## config.mk

```make
export PLATFORM = sky130hd
export DESIGN_NAME = txm_regs
export DESIGN_NICKNAME = d
export VERILOG_FILES = /design/src/logic/txm_pkg.sv /design/src/logic/txm_regs.sv /design/src/logic/txm_spi.sv /design/src/logic/txm_sync.sv
export SDC_FILE = /design/constraint.sdc
export NUM_CORES = 1
export LEC_CHECK = 0
export BUFFER_PORTS_ARGS = -buffer_cell sky130_fd_sc_hd__buf_2
export CAP_MARGIN = 20
export CORE_ASPECT_RATIO = 1.75
export CORE_MARGIN = 10
export CORE_UTILIZATION = 63
export CTS_BUF_LIST = sky130_fd_sc_hd__clkbuf_2
export CTS_CLUSTER_DIAMETER = 150
export DETAILED_ROUTE_END_ITERATION = 16
export PLACE_DENSITY = 0.87
export SLEW_MARGIN = 5
export SYNTH_ARGS = -nofsm -noshare
export SYNTH_HDL_FRONTEND = slang
export SYNTH_SLANG_ARGS = --single-unit
```

## constraint.sdc

```tcl
create_clock -name mclk -period 4.55 [get_ports mclk]
set_clock_uncertainty 0.2 [all_clocks]
set_input_delay 0.2275 -clock mclk [delete_from_list [all_inputs] [get_ports mclk]]
set_output_delay 0.2275 -clock mclk [all_outputs]
set_load 0.02 [all_outputs]
```

## src/logic/txm_pkg.sv

```systemverilog
// constants for the transmit multiplier configuration register bank
package txm_pkg;

  // serial frame shape
  localparam int          ADDR_W      = 15;
  localparam int          INSTR_BITS  = 16;
  localparam int          DATA_BITS   = 8;
  localparam logic [4:0]  INSTR_LAST  = 5'h0F;
  localparam logic [2:0]  DATA_LAST   = 3'h7;

  // register offsets
  localparam logic [14:0] ADDR_CFG_A      = 15'h0000;
  localparam logic [14:0] ADDR_CFG_B      = 15'h0001;
  localparam logic [14:0] ADDR_DEV_CFG    = 15'h0002;
  localparam logic [14:0] ADDR_PART_KIND  = 15'h0003;
  localparam logic [14:0] ADDR_PART_HI    = 15'h0004;
  localparam logic [14:0] ADDR_PART_LO    = 15'h0005;
  localparam logic [14:0] ADDR_SCRATCH    = 15'h000A;
  localparam logic [14:0] ADDR_PORT_REV   = 15'h000B;
  localparam logic [14:0] ADDR_MAKER_HI   = 15'h000C;
  localparam logic [14:0] ADDR_MAKER_LO   = 15'h000D;
  localparam logic [14:0] ADDR_XFER       = 15'h000F;
  localparam logic [14:0] ADDR_PWR        = 15'h0010;
  localparam logic [14:0] ADDR_MULT_LM    = 15'h0011;
  localparam logic [14:0] ADDR_MULT_HI    = 15'h0012;
  localparam logic [14:0] ADDR_RF_BUF     = 15'h0013;
  localparam logic [14:0] ADDR_SPLIT      = 15'h0014;
  localparam logic [14:0] ADDR_AMP        = 15'h0015;
  localparam logic [14:0] ADDR_TX_SETUP   = 15'h0016;
  localparam logic [14:0] ADDR_TX_SETUP2  = 15'h0017;
  localparam logic [14:0] ADDR_MULT_SETUP = 15'h0018;
  localparam logic [14:0] ADDR_TX_STATE0  = 15'h0019;
  localparam logic [14:0] ADDR_TX_STATEN  = 15'h0038;
  localparam int          TX_STATE_BYTES  = 32;

  // values after reset, and the config B writable-bit mask
  localparam logic [3:0]  RST_CFG_A_HI   = 4'h1;
  localparam logic [7:0]  RST_CFG_B      = 8'h00;
  localparam logic [7:0]  CFG_B_RW_MASK  = 8'hF6;
  localparam logic [7:0]  RST_DEV_CFG    = 8'h10;
  localparam logic [7:0]  RST_SCRATCH    = 8'h00;
  localparam logic        RST_PWR        = 1'b1;
  localparam logic [7:0]  RST_MULT_LM    = 8'hBB;
  localparam logic [3:0]  RST_MULT_HI    = 4'hB;
  localparam logic [7:0]  RST_RF_BUF     = 8'h75;
  localparam logic [7:0]  RST_SPLIT      = 8'hB5;
  localparam logic [3:0]  RST_AMP        = 4'hC;
  localparam logic [7:0]  RST_TX_SETUP   = 8'h10;
  localparam logic [6:0]  RST_TX_DEPTH   = 7'h00;
  localparam logic [7:0]  RST_MULT_SETUP = 8'h10;
  localparam logic [7:0]  RST_TX_STATE   = 8'h00;

  // field positions: interface config A upper nibble, sequencer setup byte
  localparam int CFGA_SDO_ACTIVE = 0;
  localparam int CFGA_ADDR_ASC   = 1;
  localparam int CFGA_LSB_FIRST  = 2;
  localparam int CFGA_SOFT_RST   = 3;
  localparam int BIT_SEQ_EN      = 7;
  localparam int BIT_SLP_CTRL    = 6;
  localparam int BIT_SLP_HOLD    = 5;
  localparam int BIT_LATCH_BYP   = 4;

  // pin synchroniser: csb idles high
  localparam int         SYNC_W   = 7;
  localparam logic [6:0] SYNC_RST = 7'h01;

endpackage

```

## src/logic/txm_regs.sv

```systemverilog
// register bank and transmit sequencer control for the multiplier transmitter
`timescale 1ns/1ps
// Function
// - setup bit 7 enables transmit sequencer, bit 6 sleep control; both reset zero.
// - setup bit 5 freezes sequencer state while multiplier sleeps; resets zero.
// - setup bit 4 bypasses control latch, resets one; bits 3..0 read zero.
// - 0x011 holds low-band bias [3:0], mid-band [7:4]; resets 0xBB.
// - 0x012 holds high-band bias [3:0], upper nibble reserved; resets 0x0B.
// - 0x013 holds buffer input bias [3:0], output bias [7:4]; resets 0x75.
// - 0x014 holds splitter first stage [3:0], second [7:4]; resets 0xB5.
// - 0x015 holds amplifier bias [3:0], upper nibble read-only; resets 0x0C.
// - next setup register holds 7-bit sequencer depth, reset zero, bit 7 reserved.
// - per-state 4-bit modes, two per byte after multiplier setup, reset zero.
module txm_regs #(
  parameter logic [7:0] PART_KIND  = 8'h5A,
  parameter logic [7:0] PART_HI    = 8'h12,
  parameter logic [7:0] PART_LO    = 8'h34,
  parameter logic [7:0] PORT_REV   = 8'h01,
  parameter logic [7:0] MAKER_HI   = 8'h00,
  parameter logic [7:0] MAKER_LO   = 8'h42
) (
  // clock and reset
  input  wire logic       mclk,
  input  wire logic       srst,
  // serial control port pins
  input  wire logic       spi_csb_n,
  input  wire logic       spi_sclk,
  input  wire logic       spi_sdio_in,
  output logic            spi_sdio_out,
  output logic            spi_sdio_oe,
  output logic            spi_sdo_out,
  output logic            spi_sdo_oe,
  // sequencer control pins
  input  wire logic       tx_seq_reset,
  input  wire logic       tx_seq_advance,
  input  wire logic       tx_latch_load,
  input  wire logic       mult_sleep,
  // analog settings
  output logic            chip_power_up,
  output logic      [3:0] multiplier_low_band_bias,
  output logic      [3:0] multiplier_mid_band_bias,
  output logic      [3:0] multiplier_high_band_bias,
  output logic      [3:0] buffer_input_stage_bias,
  output logic      [3:0] buffer_output_stage_bias,
  output logic      [3:0] splitter_first_stage_bias,
  output logic      [3:0] splitter_second_stage_bias,
  output logic      [3:0] amplifier_bias_setting,
  // transmit sequencer
  output logic            transmit_seq_enable,
  output logic            transmit_sleep_control,
  output logic      [6:0] tx_seq_index,
  output logic      [3:0] tx_mode_ctrl,
  output logic            shadow_xfer_pulse
);
  logic [6:0]  pins_s;
  logic        csb_n_s;
  logic        sclk_s;
  logic        sdi_s;
  logic        seq_rst_s;
  logic        adv_s;
  logic        ld_s;
  logic        sleep_s;
  logic        adv_q;
  logic        ld_q;
  logic        adv_rise;
  logic        ld_rise;
  logic [14:0] reg_addr;
  logic        wr_stb;
  logic [7:0]  wr_data;
  logic [7:0]  rd_data;
  logic        sdo_bit;
  logic        sdo_drive;
  logic        soft_req;
  logic        reg_rst;
  logic [3:0]  cfg_a_hi;
  logic [7:0]  cfg_b;
  logic [7:0]  dev_cfg;
  logic [7:0]  scratch;
  logic        pwr;
  logic [7:0]  mult_lm;
  logic [3:0]  mult_hi;
  logic [7:0]  rf_buf;
  logic [7:0]  split;
  logic [3:0]  amp;
  logic [7:0]  tx_setup;
  logic [6:0]  tx_depth;
  logic [7:0]  mult_setup;
  logic [7:0]  tx_state [txm_pkg::TX_STATE_BYTES];
  logic [3:0]  tx_latched;
  logic [3:0]  mode_now;
  logic [3:0]  next_mode;
  logic [6:0]  next_index;
  logic        frozen;

  function automatic logic [3:0] rev4(input logic [3:0] v);
    return {v[0], v[1], v[2], v[3]};
  endfunction

  function automatic logic is_state(input logic [14:0] a);
    return (a >= txm_pkg::ADDR_TX_STATE0) && (a <= txm_pkg::ADDR_TX_STATEN);
  endfunction

  function automatic logic [4:0] state_slot(input logic [14:0] a);
    logic [14:0] d;
    d = a - txm_pkg::ADDR_TX_STATE0;
    return d[4:0];
  endfunction

  txm_sync u_sync (
    .mclk     (mclk),
    .srst     (srst),
    .async_in ({mult_sleep, tx_latch_load, tx_seq_advance, tx_seq_reset,
                spi_sdio_in, spi_sclk, spi_csb_n}),
    .sync_out (pins_s)
  );

  assign {sleep_s, ld_s, adv_s, seq_rst_s, sdi_s, sclk_s, csb_n_s} = pins_s;

  txm_spi u_spi (
    .mclk        (mclk),
    .srst        (srst),
    .csb_n_s     (csb_n_s),
    .sclk_s      (sclk_s),
    .sdi_s       (sdi_s),
    .addr_ascend (cfg_a_hi[txm_pkg::CFGA_ADDR_ASC]),
    .rd_data     (rd_data),
    .reg_addr    (reg_addr),
    .wr_stb      (wr_stb),
    .wr_data     (wr_data),
    .sdo_bit     (sdo_bit),
    .sdo_drive   (sdo_drive)
  );

  // three-wire mode turns the data pin round for readback
  assign spi_sdio_out = sdo_bit;
  assign spi_sdo_out  = sdo_bit;
  assign spi_sdio_oe  = sdo_drive & ~cfg_a_hi[txm_pkg::CFGA_SDO_ACTIVE];
  assign spi_sdo_oe   = sdo_drive & cfg_a_hi[txm_pkg::CFGA_SDO_ACTIVE];

  // soft reset takes effect the cycle after the write
  assign reg_rst = srst | soft_req;

  always_ff @(posedge mclk) begin
    if (reg_rst) begin
      soft_req <= 1'b0;
    end else begin
      soft_req <= wr_stb && (reg_addr == txm_pkg::ADDR_CFG_A) &&
                  (wr_data[7] || wr_data[0]);
    end
  end

  // interface and identification group
  always_ff @(posedge mclk) begin
    if (reg_rst) begin
      cfg_a_hi <= txm_pkg::RST_CFG_A_HI;
      cfg_b    <= txm_pkg::RST_CFG_B;
      dev_cfg  <= txm_pkg::RST_DEV_CFG;
      scratch  <= txm_pkg::RST_SCRATCH;
      pwr      <= txm_pkg::RST_PWR;
    end else if (wr_stb) begin
      case (reg_addr)
        txm_pkg::ADDR_CFG_A:   cfg_a_hi <= wr_data[7:4] | rev4(wr_data[3:0]);
        txm_pkg::ADDR_CFG_B:   cfg_b    <= wr_data & txm_pkg::CFG_B_RW_MASK;
        txm_pkg::ADDR_DEV_CFG: dev_cfg  <= wr_data;
        txm_pkg::ADDR_SCRATCH: scratch  <= wr_data;
        txm_pkg::ADDR_PWR:     pwr      <= wr_data[0];
        default: ;
      endcase
    end
  end

  // transfer bit clears itself and leaves a one-cycle strobe
  always_ff @(posedge mclk) begin
    if (reg_rst) begin
      shadow_xfer_pulse <= 1'b0;
    end else begin
      shadow_xfer_pulse <= wr_stb && (reg_addr == txm_pkg::ADDR_XFER) && wr_data[0];
    end
  end

  // bias group
  always_ff @(posedge mclk) begin
    if (reg_rst) begin
      mult_lm <= txm_pkg::RST_MULT_LM;
      mult_hi <= txm_pkg::RST_MULT_HI;
      rf_buf  <= txm_pkg::RST_RF_BUF;
      split   <= txm_pkg::RST_SPLIT;
      amp     <= txm_pkg::RST_AMP;
    end else if (wr_stb) begin
      case (reg_addr)
        txm_pkg::ADDR_MULT_LM: mult_lm <= wr_data;
        txm_pkg::ADDR_MULT_HI: mult_hi <= wr_data[3:0];
        txm_pkg::ADDR_RF_BUF:  rf_buf  <= wr_data;
        txm_pkg::ADDR_SPLIT:   split   <= wr_data;
        txm_pkg::ADDR_AMP:     amp     <= wr_data[3:0];
        default: ;
      endcase
    end
  end

  // sequencer setup group
  always_ff @(posedge mclk) begin
    if (reg_rst) begin
      tx_setup   <= txm_pkg::RST_TX_SETUP;
      tx_depth   <= txm_pkg::RST_TX_DEPTH;
      mult_setup <= txm_pkg::RST_MULT_SETUP;
    end else if (wr_stb) begin
      case (reg_addr)
        txm_pkg::ADDR_TX_SETUP:   tx_setup   <= {wr_data[7:4], 4'h0};
        txm_pkg::ADDR_TX_SETUP2:  tx_depth   <= wr_data[6:0];
        txm_pkg::ADDR_MULT_SETUP: mult_setup <= wr_data;
        default: ;
      endcase
    end
  end

  // per-state mode table
  always_ff @(posedge mclk) begin
    if (reg_rst) begin
      for (int i = 0; i < txm_pkg::TX_STATE_BYTES; i++) begin
        tx_state[i] <= txm_pkg::RST_TX_STATE;
      end
    end else if (wr_stb && is_state(reg_addr)) begin
      tx_state[state_slot(reg_addr)] <= wr_data;
    end
  end

  // readback; identification values are constants, so writes cannot touch them
  always_comb begin
    rd_data = 8'h00;
    if (is_state(reg_addr)) begin
      rd_data = tx_state[state_slot(reg_addr)];
    end else begin
      case (reg_addr)
        txm_pkg::ADDR_CFG_A:      rd_data = {cfg_a_hi, rev4(cfg_a_hi)};
        txm_pkg::ADDR_CFG_B:      rd_data = cfg_b;
        txm_pkg::ADDR_DEV_CFG:    rd_data = dev_cfg;
        txm_pkg::ADDR_PART_KIND:  rd_data = PART_KIND;
        txm_pkg::ADDR_PART_HI:    rd_data = PART_HI;
        txm_pkg::ADDR_PART_LO:    rd_data = PART_LO;
        txm_pkg::ADDR_SCRATCH:    rd_data = scratch;
        txm_pkg::ADDR_PORT_REV:   rd_data = PORT_REV;
        txm_pkg::ADDR_MAKER_HI:   rd_data = MAKER_HI;
        txm_pkg::ADDR_MAKER_LO:   rd_data = MAKER_LO;
        txm_pkg::ADDR_PWR:        rd_data = {7'h00, pwr};
        txm_pkg::ADDR_MULT_LM:    rd_data = mult_lm;
        txm_pkg::ADDR_MULT_HI:    rd_data = {4'h0, mult_hi};
        txm_pkg::ADDR_RF_BUF:     rd_data = rf_buf;
        txm_pkg::ADDR_SPLIT:      rd_data = split;
        txm_pkg::ADDR_AMP:        rd_data = {4'h0, amp};
        txm_pkg::ADDR_TX_SETUP:   rd_data = tx_setup;
        txm_pkg::ADDR_TX_SETUP2:  rd_data = {1'b0, tx_depth};
        txm_pkg::ADDR_MULT_SETUP: rd_data = mult_setup;
        default:                  rd_data = 8'h00;
      endcase
    end
  end

  // analog settings straight from storage
  assign chip_power_up              = pwr;
  assign multiplier_low_band_bias   = mult_lm[3:0];
  assign multiplier_mid_band_bias   = mult_lm[7:4];
  assign multiplier_high_band_bias  = mult_hi;
  assign buffer_input_stage_bias    = rf_buf[3:0];
  assign buffer_output_stage_bias   = rf_buf[7:4];
  assign splitter_first_stage_bias  = split[3:0];
  assign splitter_second_stage_bias = split[7:4];
  assign amplifier_bias_setting     = amp;
  assign transmit_seq_enable        = tx_setup[txm_pkg::BIT_SEQ_EN];
  assign transmit_sleep_control     = tx_setup[txm_pkg::BIT_SLP_CTRL];

  // sequencer stepping
  always_ff @(posedge mclk) begin
    if (srst) begin
      adv_q <= 1'b0;
      ld_q  <= 1'b0;
    end else begin
      adv_q <= adv_s;
      ld_q  <= ld_s;
    end
  end

  assign adv_rise = adv_s & ~adv_q;
  assign ld_rise  = ld_s & ~ld_q;
  assign frozen   = tx_setup[txm_pkg::BIT_SLP_HOLD] & sleep_s;

  always_comb begin
    next_index = tx_seq_index + 7'h01;
    if (next_index >= tx_depth) begin
      next_index = 7'h00;
    end
  end

  always_ff @(posedge mclk) begin
    if (reg_rst || !transmit_seq_enable || seq_rst_s) begin
      tx_seq_index <= 7'h00;
    end else if (adv_rise && !frozen) begin
      tx_seq_index <= next_index;
    end
  end

  // even states sit in the upper nibble
  always_comb begin
    mode_now = 4'h0;
    if (tx_seq_index[6:1] < 6'(txm_pkg::TX_STATE_BYTES)) begin
      mode_now = tx_seq_index[0] ? tx_state[tx_seq_index[5:1]][3:0]
                                 : tx_state[tx_seq_index[5:1]][7:4];
    end
  end

  always_ff @(posedge mclk) begin
    if (reg_rst) begin
      tx_latched <= 4'h0;
    end else if (ld_rise) begin
      tx_latched <= mode_now;
    end
  end

  assign next_mode = tx_setup[txm_pkg::BIT_LATCH_BYP] ? mode_now : tx_latched;

  always_ff @(posedge mclk) begin
    if (reg_rst) begin
      tx_mode_ctrl <= 4'h0;
    end else begin
      tx_mode_ctrl <= next_mode;
    end
  end

  setup_reset_a: assert property (@(posedge mclk) srst |=>
    (!transmit_seq_enable && !transmit_sleep_control && tx_setup == 8'h10))
    else $error("setup register wrong after reset");

  soft_reset_a: assert property (@(posedge mclk) disable iff (srst)
    (wr_stb && reg_addr == 15'h0000 && (wr_data[7] || wr_data[0])) |=> ##1
    (rf_buf == 8'h75 && mult_lm == 8'hBB && split == 8'hB5 && amp == 4'hC))
    else $error("soft reset did not restore bias values");

  mirror_read_a: assert property (@(posedge mclk) disable iff (reg_rst)
    (wr_stb && reg_addr == 15'h0000 && !wr_data[7] && !wr_data[0]) |=>
    (cfg_a_hi[0] == ($past(wr_data[4]) | $past(wr_data[3])) &&
     cfg_a_hi[1] == ($past(wr_data[5]) | $past(wr_data[2]))))
    else $error("config A mirror nibble mismatch");

  bias_write_a: assert property (@(posedge mclk) disable iff (reg_rst)
    (wr_stb && reg_addr == 15'h0013 && !soft_req) |=> (buffer_output_stage_bias ==
    $past(wr_data[7:4]) && buffer_input_stage_bias == $past(wr_data[3:0])))
    else $error("buffer bias write lost");

  reserved_zero_a: assert property (@(posedge mclk) disable iff (srst)
    (reg_addr == 15'h0015 || reg_addr == 15'h0012 || reg_addr == 15'h0016)
    |-> (reg_addr == 15'h0016 ? rd_data[3:0] == 4'h0 : rd_data[7:4] == 4'h0))
    else $error("reserved bits read nonzero");

  hold_freeze_a: assert property (@(posedge mclk) disable iff (reg_rst)
    (frozen && transmit_seq_enable && !seq_rst_s && adv_rise) |=>
    (tx_seq_index == $past(tx_seq_index)))
    else $error("sequencer stepped while held");

  seq_wrap_a: assert property (@(posedge mclk) disable iff (reg_rst)
    (transmit_seq_enable && !seq_rst_s && adv_rise && !frozen &&
     tx_seq_index + 7'h01 >= tx_depth) |=> (tx_seq_index == 7'h00))
    else $error("sequencer did not wrap at depth");

  bypass_pass_a: assert property (@(posedge mclk) disable iff (reg_rst)
    tx_setup[4] |=> (tx_mode_ctrl == $past(mode_now)))
    else $error("bypassed control not passed through");

  latch_hold_a: assert property (@(posedge mclk) disable iff (reg_rst)
    (!tx_setup[4] && !ld_rise) ##1 (!tx_setup[4] && !ld_rise) |=> $stable(tx_mode_ctrl))
    else $error("latched control changed without load");
endmodule

```

## src/logic/txm_spi.sv

```systemverilog
// serial control port: 16-bit instruction, streamed data bytes
`timescale 1ns/1ps
module txm_spi (
  // clock and reset
  input  wire logic        mclk,
  input  wire logic        srst,
  // synchronised pins
  input  wire logic        csb_n_s,
  input  wire logic        sclk_s,
  input  wire logic        sdi_s,
  // configuration
  input  wire logic        addr_ascend,
  // register access
  input  wire logic [7:0]  rd_data,
  output logic      [14:0] reg_addr,
  output logic             wr_stb,
  output logic      [7:0]  wr_data,
  // serial readback
  output logic             sdo_bit,
  output logic             sdo_drive
);
  logic        sclk_q;
  logic        in_instr;
  logic        rd_flag;
  logic        load;
  logic        step;
  logic [4:0]  icnt;
  logic [2:0]  dcnt;
  logic [14:0] instr;
  logic [6:0]  rx;
  logic [7:0]  tx_sh;
  logic        rise;
  logic        fall;

  assign rise = sclk_s & ~sclk_q;
  assign fall = ~sclk_s & sclk_q;

  always_ff @(posedge mclk) begin
    if (srst) begin
      sclk_q <= 1'b0;
    end else begin
      sclk_q <= sclk_s;
    end
  end

  // frame decode, byte assembly and address stepping
  always_ff @(posedge mclk) begin
    if (srst || csb_n_s) begin
      in_instr <= 1'b1;
      rd_flag  <= 1'b0;
      load     <= 1'b0;
      step     <= 1'b0;
      icnt     <= 5'h00;
      dcnt     <= 3'h0;
      instr    <= 15'h0000;
      rx       <= 7'h00;
      wr_stb   <= 1'b0;
      wr_data  <= 8'h00;
      if (srst) begin
        reg_addr <= 15'h0000;
      end
    end else begin
      wr_stb <= 1'b0;
      load   <= step;
      step   <= 1'b0;
      if (step) begin
        reg_addr <= addr_ascend ? reg_addr + 15'h0001 : reg_addr - 15'h0001;
      end
      if (rise && in_instr) begin
        instr <= {instr[13:0], sdi_s};
        icnt  <= icnt + 5'h01;
        if (icnt == txm_pkg::INSTR_LAST) begin
          in_instr <= 1'b0;
          rd_flag  <= instr[14];
          reg_addr <= {instr[13:0], sdi_s};
          load     <= 1'b1;
        end
      end else if (rise) begin
        rx   <= {rx[5:0], sdi_s};
        dcnt <= dcnt + 3'h1;
        if (dcnt == txm_pkg::DATA_LAST) begin
          wr_stb  <= ~rd_flag;
          wr_data <= {rx, sdi_s};
          step    <= 1'b1;
        end
      end
    end
  end

  // readback shifter: bits leave on falling sclk edges, msb first
  always_ff @(posedge mclk) begin
    if (srst || csb_n_s) begin
      tx_sh     <= 8'h00;
      sdo_bit   <= 1'b0;
      sdo_drive <= 1'b0;
    end else begin
      sdo_drive <= ~in_instr & rd_flag;
      if (load) begin
        tx_sh <= rd_data;
      end else if (fall && !in_instr && rd_flag) begin
        sdo_bit <= tx_sh[7];
        tx_sh   <= {tx_sh[6:0], 1'b0};
      end
    end
  end
endmodule

```

## src/logic/txm_sync.sv

```systemverilog
// two-flop synchroniser for pins entering the mclk domain
`timescale 1ns/1ps
module txm_sync (
  // clock and reset
  input  wire logic                      mclk,
  input  wire logic                      srst,
  // pins and their synchronised copies
  input  wire logic [txm_pkg::SYNC_W-1:0] async_in,
  output logic      [txm_pkg::SYNC_W-1:0] sync_out
);
  logic [txm_pkg::SYNC_W-1:0] stage1;

  always_ff @(posedge mclk) begin
    if (srst) begin
      stage1   <= txm_pkg::SYNC_RST;
      sync_out <= txm_pkg::SYNC_RST;
    end else begin
      stage1   <= async_in;
      sync_out <= stage1;
    end
  end
endmodule

```

Word-level counts from Yosys, hierarchy flattened
Memories as Yosys holds them, arrays and structs flattened. A register that Yosys moved wholly into a read port is not among the register bits.
Index checks and enable logic that the tools add are counted.
{"block": "totals", "ramBits": 256, "n_memories": 1, "output_inout_bits": 51, "inputBits": 9, "register_bits": 180, "word_cells": 156}
{"block": "op_classes", "eq_ne": 21, "add_sub_neg": 6, "bitwise": 21, "magnitude_cmp": 4, "n_mux": 27, "reduce_logical": 39}
{"memory": "tx_state", "words": 32, "word_bits": 8, "rd": 2, "rd_ports_with_merged_regs": 1, "wr": 32, "line": "txm_regs.sv:88", "source": "logic [7:0] tx_state [txm_pkg::TX_STATE_BYTES];"}
{"cell": "one-hot mux 8 bit (18 select lines)", "n": 1}
{"cell": "equality test 15 x 5 -> 1 bit, second input constant", "n": 9}
{"cell": "two-way mux 15 bit", "n": 6}
{"cell": "equality test 15 x 4 -> 1 bit, second input constant", "n": 4}
{"cell": "two-way mux 8 bit", "n": 4}
{"cell": "AND reduction 2 bit", "n": 16}
{"cell": "equality test 15 x 2 -> 1 bit, second input constant", "n": 2}
{"cell": "equality test 15 x 3 -> 1 bit, second input constant", "n": 2}
{"cell": "adder 15 x 1 -> 15 bit, second input constant", "n": 1}
{"cell": "equality test 15 x 1 -> 1 bit, second input constant", "n": 1}
{"cell": ">= comparator 15 x 5 -> 1 bit, second input constant", "n": 1}
{"cell": "less-or-equal comparator 15 x 6 -> 1 bit, second input constant", "n": 1}
{"cell": "logical NOT 15 bit", "n": 1}
{"cell": "two-way mux 5 bit", "n": 3}
{"cell": "subtractor 15 x 1 -> 15 bit, second input constant", "n": 1}
{"cell": "two-way mux 4 bit", "n": 3}
{"cell": "NOT 1 bit", "n": 11}
{"cell": "logical AND 1 bit", "n": 10}
{"cell": "two-way mux 1 bit", "n": 9}
{"cell": "AND 1 bit", "n": 8}
{"cell": "OR reduction 8 bit", "n": 1}
{"cell": "adder 7 x 1 -> 7 bit, second input constant", "n": 1}
{"cell": ">= comparator 7 bit", "n": 1}
{"cell": "two-way mux 7 bit", "n": 1}
{"cell": "other kinds (15)", "n": 20}

Logic depth before layout (Yosys ltp)
Gate-level depths: netlist of run 1.
{"block": "depth", "depth_word": 8, "depth_mapped": 13, "depth_no_buf": 8}

By module
A second synthesis of run 1 with hierarchy kept.
{"block": "unflattened", "cells_unflattened": 2090, "area_unflattened_um2": 23018.3}
{"module": "txm_regs", "instances": 1, "cells_per_inst": 1662, "area_per_inst_um2": 19099.6, "seq_area_each_um2": 9729.3}
{"module": "txm_spi", "instances": 1, "cells_per_inst": 399, "area_per_inst_um2": 3535.9, "seq_area_each_um2": 1531.5}
{"module": "txm_sync", "instances": 1, "cells_per_inst": 29, "area_per_inst_um2": 382.9, "seq_area_each_um2": 280.3}

Least setup slack after synthesis of run 1
OpenSTA, ideal clock, no wires.
{"block": "synth_timing", "kind": "register -> register", "startpoint": "register u_spi.reg_addr[0]", "endpoint": "memory tx_state[15][0] (enable)", "path_buffers": 5, "t_required_ns": 3.966, "arrival_ns": 3.432, "synth_period_minus_slack_ns": 4.016, "slack_ns": 0.534, "setup_time_ns": 0.384, "stages_incl_launch_ff": 13, "cell_sequence": "edfxtp_1 clkbuf_1 buf_2 buf_2 inv_1 ha_1 clkbuf_1 xnor2_1 or3_1 nand2_1 nand2_1 buf_2 o21ai_0"}
{"item": "start, declared", "line": "txm_spi.sv:15", "source": "output logic [14:0] reg_addr,"}
{"item": "start signal, assigned", "line": "txm_spi.sv:67", "source": "reg_addr <= addr_ascend ? reg_addr + 15'h0001 : reg_addr - 15'h0001;"}
{"item": "start signal, assigned", "line": "txm_spi.sv:75", "source": "reg_addr <= {instr[13:0], sdi_s};"}
{"item": "end, declared", "line": "txm_regs.sv:88"}

==> flow_summary_export.csv, run 1 <==
group,metric,value,unit
status,status,"complete, no violations",
worst_setup_path,worstSetupPathType,"register to register",
synth,synthFlopType,"edfxtp_1",
run,maxCapViolCount,0,
grt,grt_usage,0.324,
sta,finalSetupTns,0,ns
layout,finish.utilization,0.693,
grt,grt_use_met3,0.0751,
route,drc,0,
layout,syn_to_final_growth,8.59,%
route,drt-total-wl,71.8,mm
clock_tree,cts_resized,0,
synth,synthMuxAreaShare,0.160,
synth,syn-num-nets,2010,
synth,synth_xor_xnor_area_share,0.0105,
place,dp_hpwl,48.6,mm
route,initialDrtViolationCount,2284,
grt,top_usage_layer,"met2",
synth,synth.yosys.seq_area_share,0.512,
floorplan,die_w,163,µm
sta,period_needed,4.46,ns
synth,postSynthCellCount,1984,
power,vdd_drop_max,0.000243,V
worst_setup_path,crit_path_end,"tx_state[12][4]",
floorplan,die_h,270,µm
layout,final_cells,2621,
sta,fin_crit_sh,0.979,
power,pwr_density_cell,304,mW/mm²
floorplan,num_rows,91,
grt,grt_max_degree,75,
grt,met2_usage,0.545,
worst_setup_path,r2r-end,"tx_state[12][4]",
sta,drv_slew,0,
place,post-place-ws,0.318,ns
synth,synth_fa_ha_area_frac,0.00944,
sta,max_freq,224,MHz
route,drt_first_pass_iters,6,
grt,grt_pass1_vias,17986,
synth,ys_seq_elements,441,
worst_setup_path,rr_worst_depth,8,
layout,layout-drive-gt1-share,0.199,
grt,grt_use_met1,0.325,
sta,worst_slack,0.0939,ns
worst_setup_path,crit_start,"u_spi.reg_addr[1]",
synth,avgSynthCellArea,11.4,µm²
route,drtAntennaViolNets,0,
synth,synth-compound-area-share,0.0901,
worst_setup_path,rrSetupSlack,0.09,ns
clock_tree,clkSlewWorstSetupHoldPaths,0.14,ns
place,post-place-cells,2425,
route,wl_per_cell,27.4,µm
floorplan,fp.coreArea,0.0353,mm²
clock_tree,clockBufferDepth,3,
worst_setup_path,crit_required,5.21,ns
clock_tree,cts_made_buffers,92,
place,numPortBuffers,59,
floorplan,start_util,0.638,
worst_setup_path,start_kind,"register",
power,leakage,0.00872,µW
worst_setup_path,r2r-start,"u_spi.reg_addr[1]",
synth,ys_types,73,
sta,whs,0.122,ns
synth,yosysWarnings,0,
worst_setup_path,path_max_fanout,22,
sta,rsz0062_at_grt,"yes",
grt,overflow,0,
synth,syn_area,0.0225,mm²
sta,tightest_slew,1.18,ns
sta,setup_viol,0,
floorplan,die_area,0.0440,mm²
clock_tree,cts.sinks,441,
synth,synthArstFlopShare,0,
clock_tree,htreeDepth,3,
synth,synth_edf_count,271,
worst_setup_path,arrival,5.12,ns
floorplan,io_pins,60,
synth,synth_top_family_by_area,"simple AND/OR/NAND/NOR gates",
route,vias,17823,
layout,final_net_count,2106,
route,detail_route.vias_per_cell,6.80,
grt,antenna_found_initial,3,
worst_hold_path,hold_path.class,"primary input to register",
clock_tree,cts_tree,"done",
clock_tree,clkLatencyLatePin,1.05,ns
grt,grt_pass1_wl,107,mm
synth,yosys.area_share.simple,0.188,
place,finalWeightedCongestion,1.04,
sta,hold_viol,0,
sta,slew_headroom,0.203,
clock_tree,root_buffer,"clkbuf_2",
worst_setup_path,cp-end-kind,"register",
## worst max-delay path, cell delays in order, from the launching register on
cell and delay (ns):
edfxtp_1 0.57, inv_1 0.14, ha_2 0.51, nor2b_1 0.33, o211ai_1 0.19, a2111oi_4 0.83, nand2_1 0.68, nor2_1 0.60
and2_1 0.20
## metal layers
| layer | vias up | routed length (µm) |
|---|---|---|
| met3 | 422 | 7310 |
| met2 | 1395 | 36000 |
| met1 | 8466 | 21300 |
| met5 | - | 19 |
| li1 | 7538 | - |
| met4 | 2 | 7170 |
## power breakdown
group          switching (µW)  total (µW)  internal, µW
Clock                    1560        2380           826
Combinational             376         623           248
Sequential               94.6        4430          4330
Total                    2030        7430          5410
## synthesized netlist by cell type, types with 15 or more instances
cell type | number | area (µm²)
mux2i_1 | 61 | 611
dfxtp_1 | 170 | 3400
xnor2_1 | 18 | 158
o21ai_0 | 63 | 315
nand2_1 | 242 | 908
clkbuf_1 | 102 | 383
and2_1 | 268 | 1680
nand3_1 | 89 | 445
nor2b_1 | 27 | 169
a22oi_1 | 21 | 158
nor2_1 | 97 | 364
mux4_2 | 130 | 2930
a21oi_1 | 119 | 596
ha_1 | 17 | 213
inv_1 | 21 | 78.8
nor3_1 | 19 | 95.1
edfxtp_1 | 271 | 8140
buf_2 | 32 | 160
a211oi_1 | 16 | 120
buf_1 | 15 | 56.3
## layout make-up
class / count / area (µm²)
clock inverter: 42 / 215
multi-input combinational: 1371 / 10300
clock buffer: 125 / 626
antenna: 3 / 7.51
inverter: 22 / 82.6
tap: 465 / 582
timing repair buffer: 152 / 1080
sequential: 441 / 11500
fill: 2498 / 10800
## kinds of logic (layout without fill, tap and decap cells)
| logic type | count (synthesis) | in the layout |
|---|---|---|
| mux | 196 | 196 |
| simple gates | 815 | 815 |
| fa+ha+maj | 17 | 17 |
| other cells | 0 | 3 |
| compound gates | 316 | 316 |
| flops | 441 | 441 |
| buf+inv | 172 | 341 |
| xor+xnor | 27 | 27 |
## timing repair
action	CTS	global route
endpoints found under the hold margin	73	0
setup buffers	0	0
setup endpoints to repair	0	92
hold buffers	23	0
## cell usage in the layout, fill, tap and decap left out, types with 8 or more instances in the layout
cell type      instances
and3_1                12
dlygate4sd3_1         23
a32oi_1                9
inv_1                 21
mux2i_1               61
clkbuf_2             126
nand3_1               89
nand2_1              242
a22oi_1               21
a211oi_1              16
dfxtp_1              168
xor2_1                 8
buf_4                 65
mux4_2               130
ha_1                  16
a21oi_1              119
nor2_1                96
buf_2                 60
o21ai_0               63
o211ai_1              13
edfxtp_1             271
clkinv_1              30
nand4_1               11
and2_1               268
nor2b_1               27
xnor2_1               18
nor3_1                19
nor2_4                 8
## per-stage QoR
stage	power (µW)	cell area (µm²)
finish	7430	24500
global route	7650	24500
CTS	7400	24400
detailed placement	5080	23400
global placement	5060	23400
floorplan	4850	22500
## worst min-delay path by stage
stage                          start            endpoint  slack [ns]  cells past startpoint
floorplan                  spi_csb_n    u_sync.stage1[0]        0.13                      1
global placement    u_sync.stage1[0]  u_sync.sync_out[0]        0.20                      1
detailed placement  u_sync.stage1[0]  u_sync.sync_out[0]        0.21                      1
CTS                             srst  u_sync.sync_out[0]        0.02                      3
global route                    srst  u_sync.sync_out[0]        0.10                      3
finish                          srst  u_sync.sync_out[0]        0.12                      3
## state kept, by name, summed over array words and instances, names as in the netlist, 6 cells and up, named ones only
| register | count |
|---|---|
| u_spi.rx | 7 |
| u_spi.reg_addr | 15 |
| mult_lm | 8 |
| u_sync.stage1 | 7 |
| u_spi.tx_sh | 8 |
| u_sync.sync_out | 7 |
| u_spi.instr | 15 |
| scratch | 8 |
| tx_state | 256 |
| rf_buf | 8 |
| cfg_b | 6 |
| split | 8 |
| mult_setup | 8 |
| tx_depth | 7 |
| tx_seq_index | 7 |
| dev_cfg | 8 |
| u_spi.wr_data | 8 |
No activity file was read; power rests on OpenSTA's default activity.
==> run 2: changes to the inputs <==
--- a/config.mk
+++ b/config.mk
@@ -9,11 +9,12 @@
 export CAP_MARGIN = 20
 export CORE_ASPECT_RATIO = 1.75
 export CORE_MARGIN = 10
-export CORE_UTILIZATION = 63
+export CORE_UTILIZATION = 35
 export CTS_BUF_LIST = sky130_fd_sc_hd__clkbuf_2
 export CTS_CLUSTER_DIAMETER = 150
 export DETAILED_ROUTE_END_ITERATION = 16
-export PLACE_DENSITY = 0.87
+export PLACE_DENSITY = 0.57
+export RECOVER_POWER = 50
 export SLEW_MARGIN = 5
 export SYNTH_ARGS = -nofsm -noshare
 export SYNTH_HDL_FRONTEND = slang
==> run 2 against run 1 <==
Compared with the run above: the flow now finishes with violations (capacitance limit, slew limit); power grew 5.0%; worst setup slack gained 0.50 ns; register-to-register slack better by 0.50 ns; via count decreased by 3.2%; clock power is 16% higher; critical path depth down 1; wire length is 8.0% higher; count of clock-buffer cells in the layout up 12; sequential cell count is the same; largest cell class unchanged.
==> flow_summary_export.csv, run 2 (synthesis results as in run 1) <==
group,metric,value,unit
status,status,"complete, but fails checks",
status,violations,"capacitance limit, slew limit",
clock_tree,cts_setup_buffers,0,
place,dp_hpwl,56.1,mm
layout,seq_area,0.0115,mm²
layout,regMostFlops,"tx_state",
route,drt-total-wl,77.5,mm
worst_setup_path,rr_worst_depth,7,
route,drtAntennaViolNets,0,
sta,max_freq,253,MHz
grt,overflow,0,
grt,grt_usage,0.206,
clock_tree,htreeDepth,3,
worst_setup_path,cp.depth,7,
floorplan,die_h,356,µm
worst_hold_path,whs_path_depth,2,
layout,multi_input_area,0.0103,mm²
sta,rsz0062_at_grt,"no",
layout,fillers,6353,
worst_hold_path,worstHoldStart,"u_spi.instr[1]",
sta,period_needed,3.96,ns
worst_hold_path,min_to,"u_spi.instr[2]",
clock_tree,cts.sinks,441,
worst_hold_path,hold_path.class,"register to register",
sta,drv_slew,50,
worst_setup_path,critPathMaxStageDelay,1.50,ns
clock_tree,clkSlewWorstSetupHoldPaths,0.12,ns
worst_setup_path,critPathBufInv,1,
worst_setup_path,r2r-end,"tx_latched[3]",
floorplan,die_w,212,µm
floorplan,num_rows,123,
worst_setup_path,start_kind,"register",
floorplan,fp.coreArea,0.0640,mm²
layout,finish.utilization,0.391,
sta,hold_viol,0,
floorplan,io_pins,60,
sta,finalSetupTns,0,ns
grt,grt_pass1_vias,17979,
layout,layout_common_cells,"edfxtp_1, nand2_1, and2_1",
layout,largestRegisters,"tx_state: 256 flops, u_spi.instr: 15 flops, u_spi.reg_addr: 15 flops",
clock_tree,clkLatencyLatePin,1.13,ns
worst_setup_path,crit_chain,"buf_4, mux4_2, mux2i_1, a221oi_1, a32oi_1, o21a_1, a21oi_1",
place,numPortBuffers,59,
clock_tree,clockBufferDepth,3,
route,wl_per_cell,25.8,µm
route,drt_first_pass_iters,6,
sta,setup_viol,0,
worst_setup_path,arrival,4.68,ns
floorplan,die_area,0.0753,mm²
layout,layout-drive-gt1-share,0.175,
layout,syn_to_final_growth,11.1,%
clock_tree,cts_made_buffers,99,
grt,grt_max_degree,53,
floorplan,start_util,0.352,
grt,grt_pass1_wl,115,mm
place,finalWeightedCongestion,0.943,
layout,mostFrequentLayoutCell,"edfxtp_1",
route,vias,17252,
clock_tree,root_buffer,"clkbuf_2",
worst_setup_path,crit_required,5.27,ns
sta,tightest_slew,1.74,ns
worst_setup_path,cp-end-kind,"register",
worst_setup_path,path_delay_family,"flip-flops",
run,maxCapViolCount,2,
layout,final_net_count,2140,
worst_setup_path,path_max_fanout,25,
power,vdd_drop_max,0.000273,V
worst_setup_path,rrSetupSlack,0.59,ns
route,drc,0,
grt,antenna_found_initial,1,
route,initialDrtViolationCount,1506,
power,pwr_density_cell,312,mW/mm²
sta,slew_headroom,-0.159,
layout,largest_register_ffs,256,
power,leakage,0.00865,µW
sta,fin_crit_sh,0.869,
worst_setup_path,worstSetupPathType,"register to register",
worst_setup_path,slowest_stage,"dfxtp_1",
clock_tree,cts_tree,"done",
route,detail_route.vias_per_cell,5.74,
## run 2: cell count changes in the layout (fill, tap and decap cells not counted), moves of 7 or more
cell and change:
and2_0 +50, and2_1 -50, buf_2 -53, nor2_1 +8
nor2_4 -7, clkbuf_1 +74, clkbuf_2 +14
## run 2: power by group
part           internal (µW)  switching [µW]  total (µW)
logic                    242             392         634
clock network           1110            1640        2750
registers               4330            83.2        4410
total                   5680            2120        7800
## run 2: worst register-to-register path: stages, from the launching register on
cell      delay [ns]
dfxtp_1         1.50
buf_4           0.48
mux4_2          0.55
mux2i_1         0.28
a221oi_1        0.17
a32oi_1         0.18
o21a_1          0.28
a21oi_1         0.11
## run 2: routing by layer
metal / vias to the layer above / track usage / routed length, µm / share of wire
li1: 7595 / - / - / -
met1: 8586 / 0.195 / 24800 / 0.32
met2: 767 / 0.375 / 41100 / 0.53
met3: 304 / 0.0342 / 4270 / 0.055
met4: 0 / 0.180 / 7400 / 0.095
met5: - / 0 / 0 / 0
## run 2: worst max-delay path by stage
| stage | start | to | slack, ns |
|---|---|---|---|
| floorplan | u_spi.reg_addr[0] | tx_state[15][0] | 0.53 |
| global placement | u_spi.reg_addr[3] | u_spi.tx_sh[1] | 0.70 |
| detailed placement | u_spi.reg_addr[1] | tx_state[4][6] | 0.72 |
| CTS | u_spi.reg_addr[1] | tx_state[4][1] | 0.65 |
| global route | u_spi.reg_addr[4] | mult_lm[3] | 0.35 |
| finish | register | tx_latched[3] | 0.59 |
## run 2: area by class of cell
| cell class | count | area share |
|---|---|---|
| clock buffer | 137 | 0.0274 |
| inverter | 22 | 0.00330 |
| clock inverter | 41 | 0.0123 |
| timing repair buffer | 179 | 0.0448 |
| tap | 812 | 0.0406 |
| sequential | 441 | 0.461 |
| multi-input combinational | 1371 | 0.410 |
| antenna | 1 | 0.000100 |
## run 2: through the flow
stage | worst slack, ns | area, µm² | hold slack (ns) | std cells | power (µW)
6_report | 0.595 | 25000 | 0.178 | 3004 | 7800
5_1_grt | 0.349 | 25000 | 0.219 | 3004 | 8090
4_1_cts | 0.650 | 25200 | 0.190 | 3001 | 7860
3_5_place_dp | 0.717 | 24000 | 0.203 | 2799 | 5120
3_3_place_gp | 0.696 | 24000 | 0.196 | 2797 | 5110
2_1_floorplan | 0.534 | 22500 | 0.131 | 1984 | 4850
## run 2: repair_timing
item	in CTS	in global routing
endpoints found under the setup margin	0	0
hold buffers	24	0
hold endpoints to repair	147	0
gates resized for setup	0	0
==> run 3: changes to the inputs <==
--- a/config.mk
+++ b/config.mk
@@ -9,11 +9,11 @@
 export CAP_MARGIN = 20
 export CORE_ASPECT_RATIO = 1.75
 export CORE_MARGIN = 10
-export CORE_UTILIZATION = 35
+export CORE_UTILIZATION = 50
 export CTS_BUF_LIST = sky130_fd_sc_hd__clkbuf_2
 export CTS_CLUSTER_DIAMETER = 150
 export DETAILED_ROUTE_END_ITERATION = 16
-export PLACE_DENSITY = 0.57
+export PLACE_DENSITY_LB_ADDON = 0.2
 export RECOVER_POWER = 50
 export SLEW_MARGIN = 5
 export SYNTH_ARGS = -nofsm -noshare
==> run 3 against run 2 <==
Compared with the run above: the flow still finishes with violations (capacitance limit, slew limit); non-clock buffer count is 20 lower; register-to-register slack lost 0.26 ns; worst setup slack got worse by 0.26 ns; largest cell class unchanged; highest routed layer unchanged.
==> flow_summary_export.csv, run 3 (synthesis results as in run 1) <==
group,metric,value,unit
grt,overflow,0,
clock_tree,clkSlewWorstSetupHoldPaths,0.11,ns
power,vdd_drop_max,0.000235,V
worst_setup_path,crit_required,5.08,ns
route,drc,0,
worst_setup_path,slowest_stage,"a2111oi_4",
layout,largestRegisters,"tx_state: 256 flops, u_spi.instr: 15 flops, u_spi.reg_addr: 15 flops",
route,initialDrtViolationCount,1575,
clock_tree,clockBufferDepth,3,
place,dpl-instance-area,0.0236,mm²
worst_setup_path,cp-end-kind,"register",
worst_setup_path,start_kind,"register",
worst_setup_path,critPathMaxStageDelay,0.61,ns
layout,layout-drive-gt1-share,0.176,
worst_setup_path,critPathBufInv,3,
sta,worst_slack,0.334,ns
clock_tree,cts_setup_buffers,0,
worst_hold_path,worstHoldStart,"u_sync.stage1[0]",
clock_tree,cts_tree,"done",
layout,layout_common_cells,"edfxtp_1, nand2_1, and2_1",
worst_setup_path,path_delay_family,"compound AO/OA/AOI/OAI gates",
grt,grt_use_met1,0.253,
place,finalWeightedCongestion,1.05,
layout,largest_register_ffs,256,
worst_setup_path,r2r-start,"u_spi.reg_addr[1]",
status,violations,"capacitance limit, slew limit",
sta,setup_viol,0,
worst_setup_path,crit_top_cell,"clkbuf_1",
worst_setup_path,crit_start,"u_spi.reg_addr[1]",
floorplan,io_pins,60,
worst_setup_path,path_max_fanout,22,
layout,mostFrequentLayoutCell,"edfxtp_1",
grt,grt_pass1_vias,17551,
sta,fin_crit_sh,0.927,
floorplan,num_rows,102,
place,dp_hpwl,52.4,mm
route,drt_first_pass_iters,7,
power,leakage,0.00860,µW
worst_hold_path,hold_path.class,"register to register",
layout,final_net_count,2118,
route,wl_per_cell,26.9,µm
grt,antenna_found_initial,3,
grt,grt_use_met3,0.0509,
clock_tree,cts.sinks,441,
layout,syn_to_final_growth,9.60,%
route,detail_route.vias_per_cell,6.27,
sta,rsz0062_at_grt,"no",
route,drtAntennaViolNets,0,
grt,top_usage_layer,"met2",
layout,postLayoutCellArea,0.0247,mm²
status,status,"complete, but fails checks",
sta,max_freq,237,MHz
power,pwr_density_cell,315,mW/mm²
grt,grt_max_degree,53,
route,vias,17239,
floorplan,die_h,301,µm
floorplan,fp.coreArea,0.0444,mm²
sta,period_needed,4.22,ns
worst_setup_path,arrival,4.74,ns
grt,grt_usage,0.267,
route,drt-total-wl,74.0,mm
floorplan,die_area,0.0543,mm²
grt,grt_pass1_wl,109,mm
clock_tree,htreeDepth,3,
layout,final_cells,2750,
grt,met2_usage,0.488,
sta,hold_viol,0,
worst_setup_path,rr_worst_depth,9,
place,numPortBuffers,59,
clock_tree,root_buffer,"clkbuf_2",
clock_tree,cts_made_buffers,97,
place,post-place-ws,0.575,ns
worst_hold_path,whs_path_depth,1,
sta,tightest_slew,1.98,ns
clock_tree,clkLatencyLatePin,1.11,ns
floorplan,die_w,180,µm
clock_tree,cts_resized,0,
sta,slew_headroom,-0.320,
run,maxCapViolCount,2,
worst_setup_path,crit_chain,"inv_1, ha_2, nor2b_1, o211ai_1, a2111oi_4, nand2_1, clkbuf_1, o21ai_0, clkbuf_1",
sta,drv_slew,58,
layout,regMostFlops,"tx_state",
worst_setup_path,cp.depth,9,
place,post-place-cells,2539,
floorplan,start_util,0.507,
worst_setup_path,worstSetupPathType,"register to register",
layout,finish.utilization,0.556,
sta,finalSetupTns,0,ns
## run 3: cell types whose count changed in the layout (fill, tap and decap cells not counted), sizes merged
cell	change
clkinv	-3
diode	+4
inv	+1
buf	-13
clkbuf	-2
clkinvlp	-1
## run 3: worst paths after layout
check / slack, ns / endpoint
max: 0.33 / tx_state[10][7]
min: 0.22 / u_sync.sync_out[0]
min reg2reg: 0.22 / u_sync.sync_out[0]
max reg2reg: 0.33 / tx_state[10][7]
## run 3: layout make-up
class                      instances  area, µm²
multi-input combinational       1371      10300
antenna                            5       12.5
inverter                          22       82.6
fill                            3870      19700
timing repair buffer             159       1040
clock inverter                    38        302
clock buffer                     142        711
sequential                       441      11500
tap                              572        716
## run 3: per-stage QoR
step | hold WS [ns] | total power, µW
4_1_cts | 0.223 | 7810
3_3_place_gp | 0.198 | 5080
3_5_place_dp | 0.196 | 5090
6_report | 0.220 | 7780
5_1_grt | 0.260 | 8070
2_1_floorplan | 0.131 | 4850
## run 3: repair_timing
item | in CTS | in global routing
hold buffers | 24 | 0
setup endpoints to repair | 0 | 0
endpoints found under the hold margin | 51 | 0
## run 3: power breakdown
group          internal [µW]  total (µW)  switching [µW]
clock network           1140        2750            1620
logic                    241         602             362
registers               4330        4430            99.1
## run 3: routing by layer
layer | vias up | part of all wire
met5 | - | 0
met3 | 322 | 0.065
met2 | 952 | 0.53
li1 | 7571 | -
met1 | 8394 | 0.31
met4 | 0 | 0.094
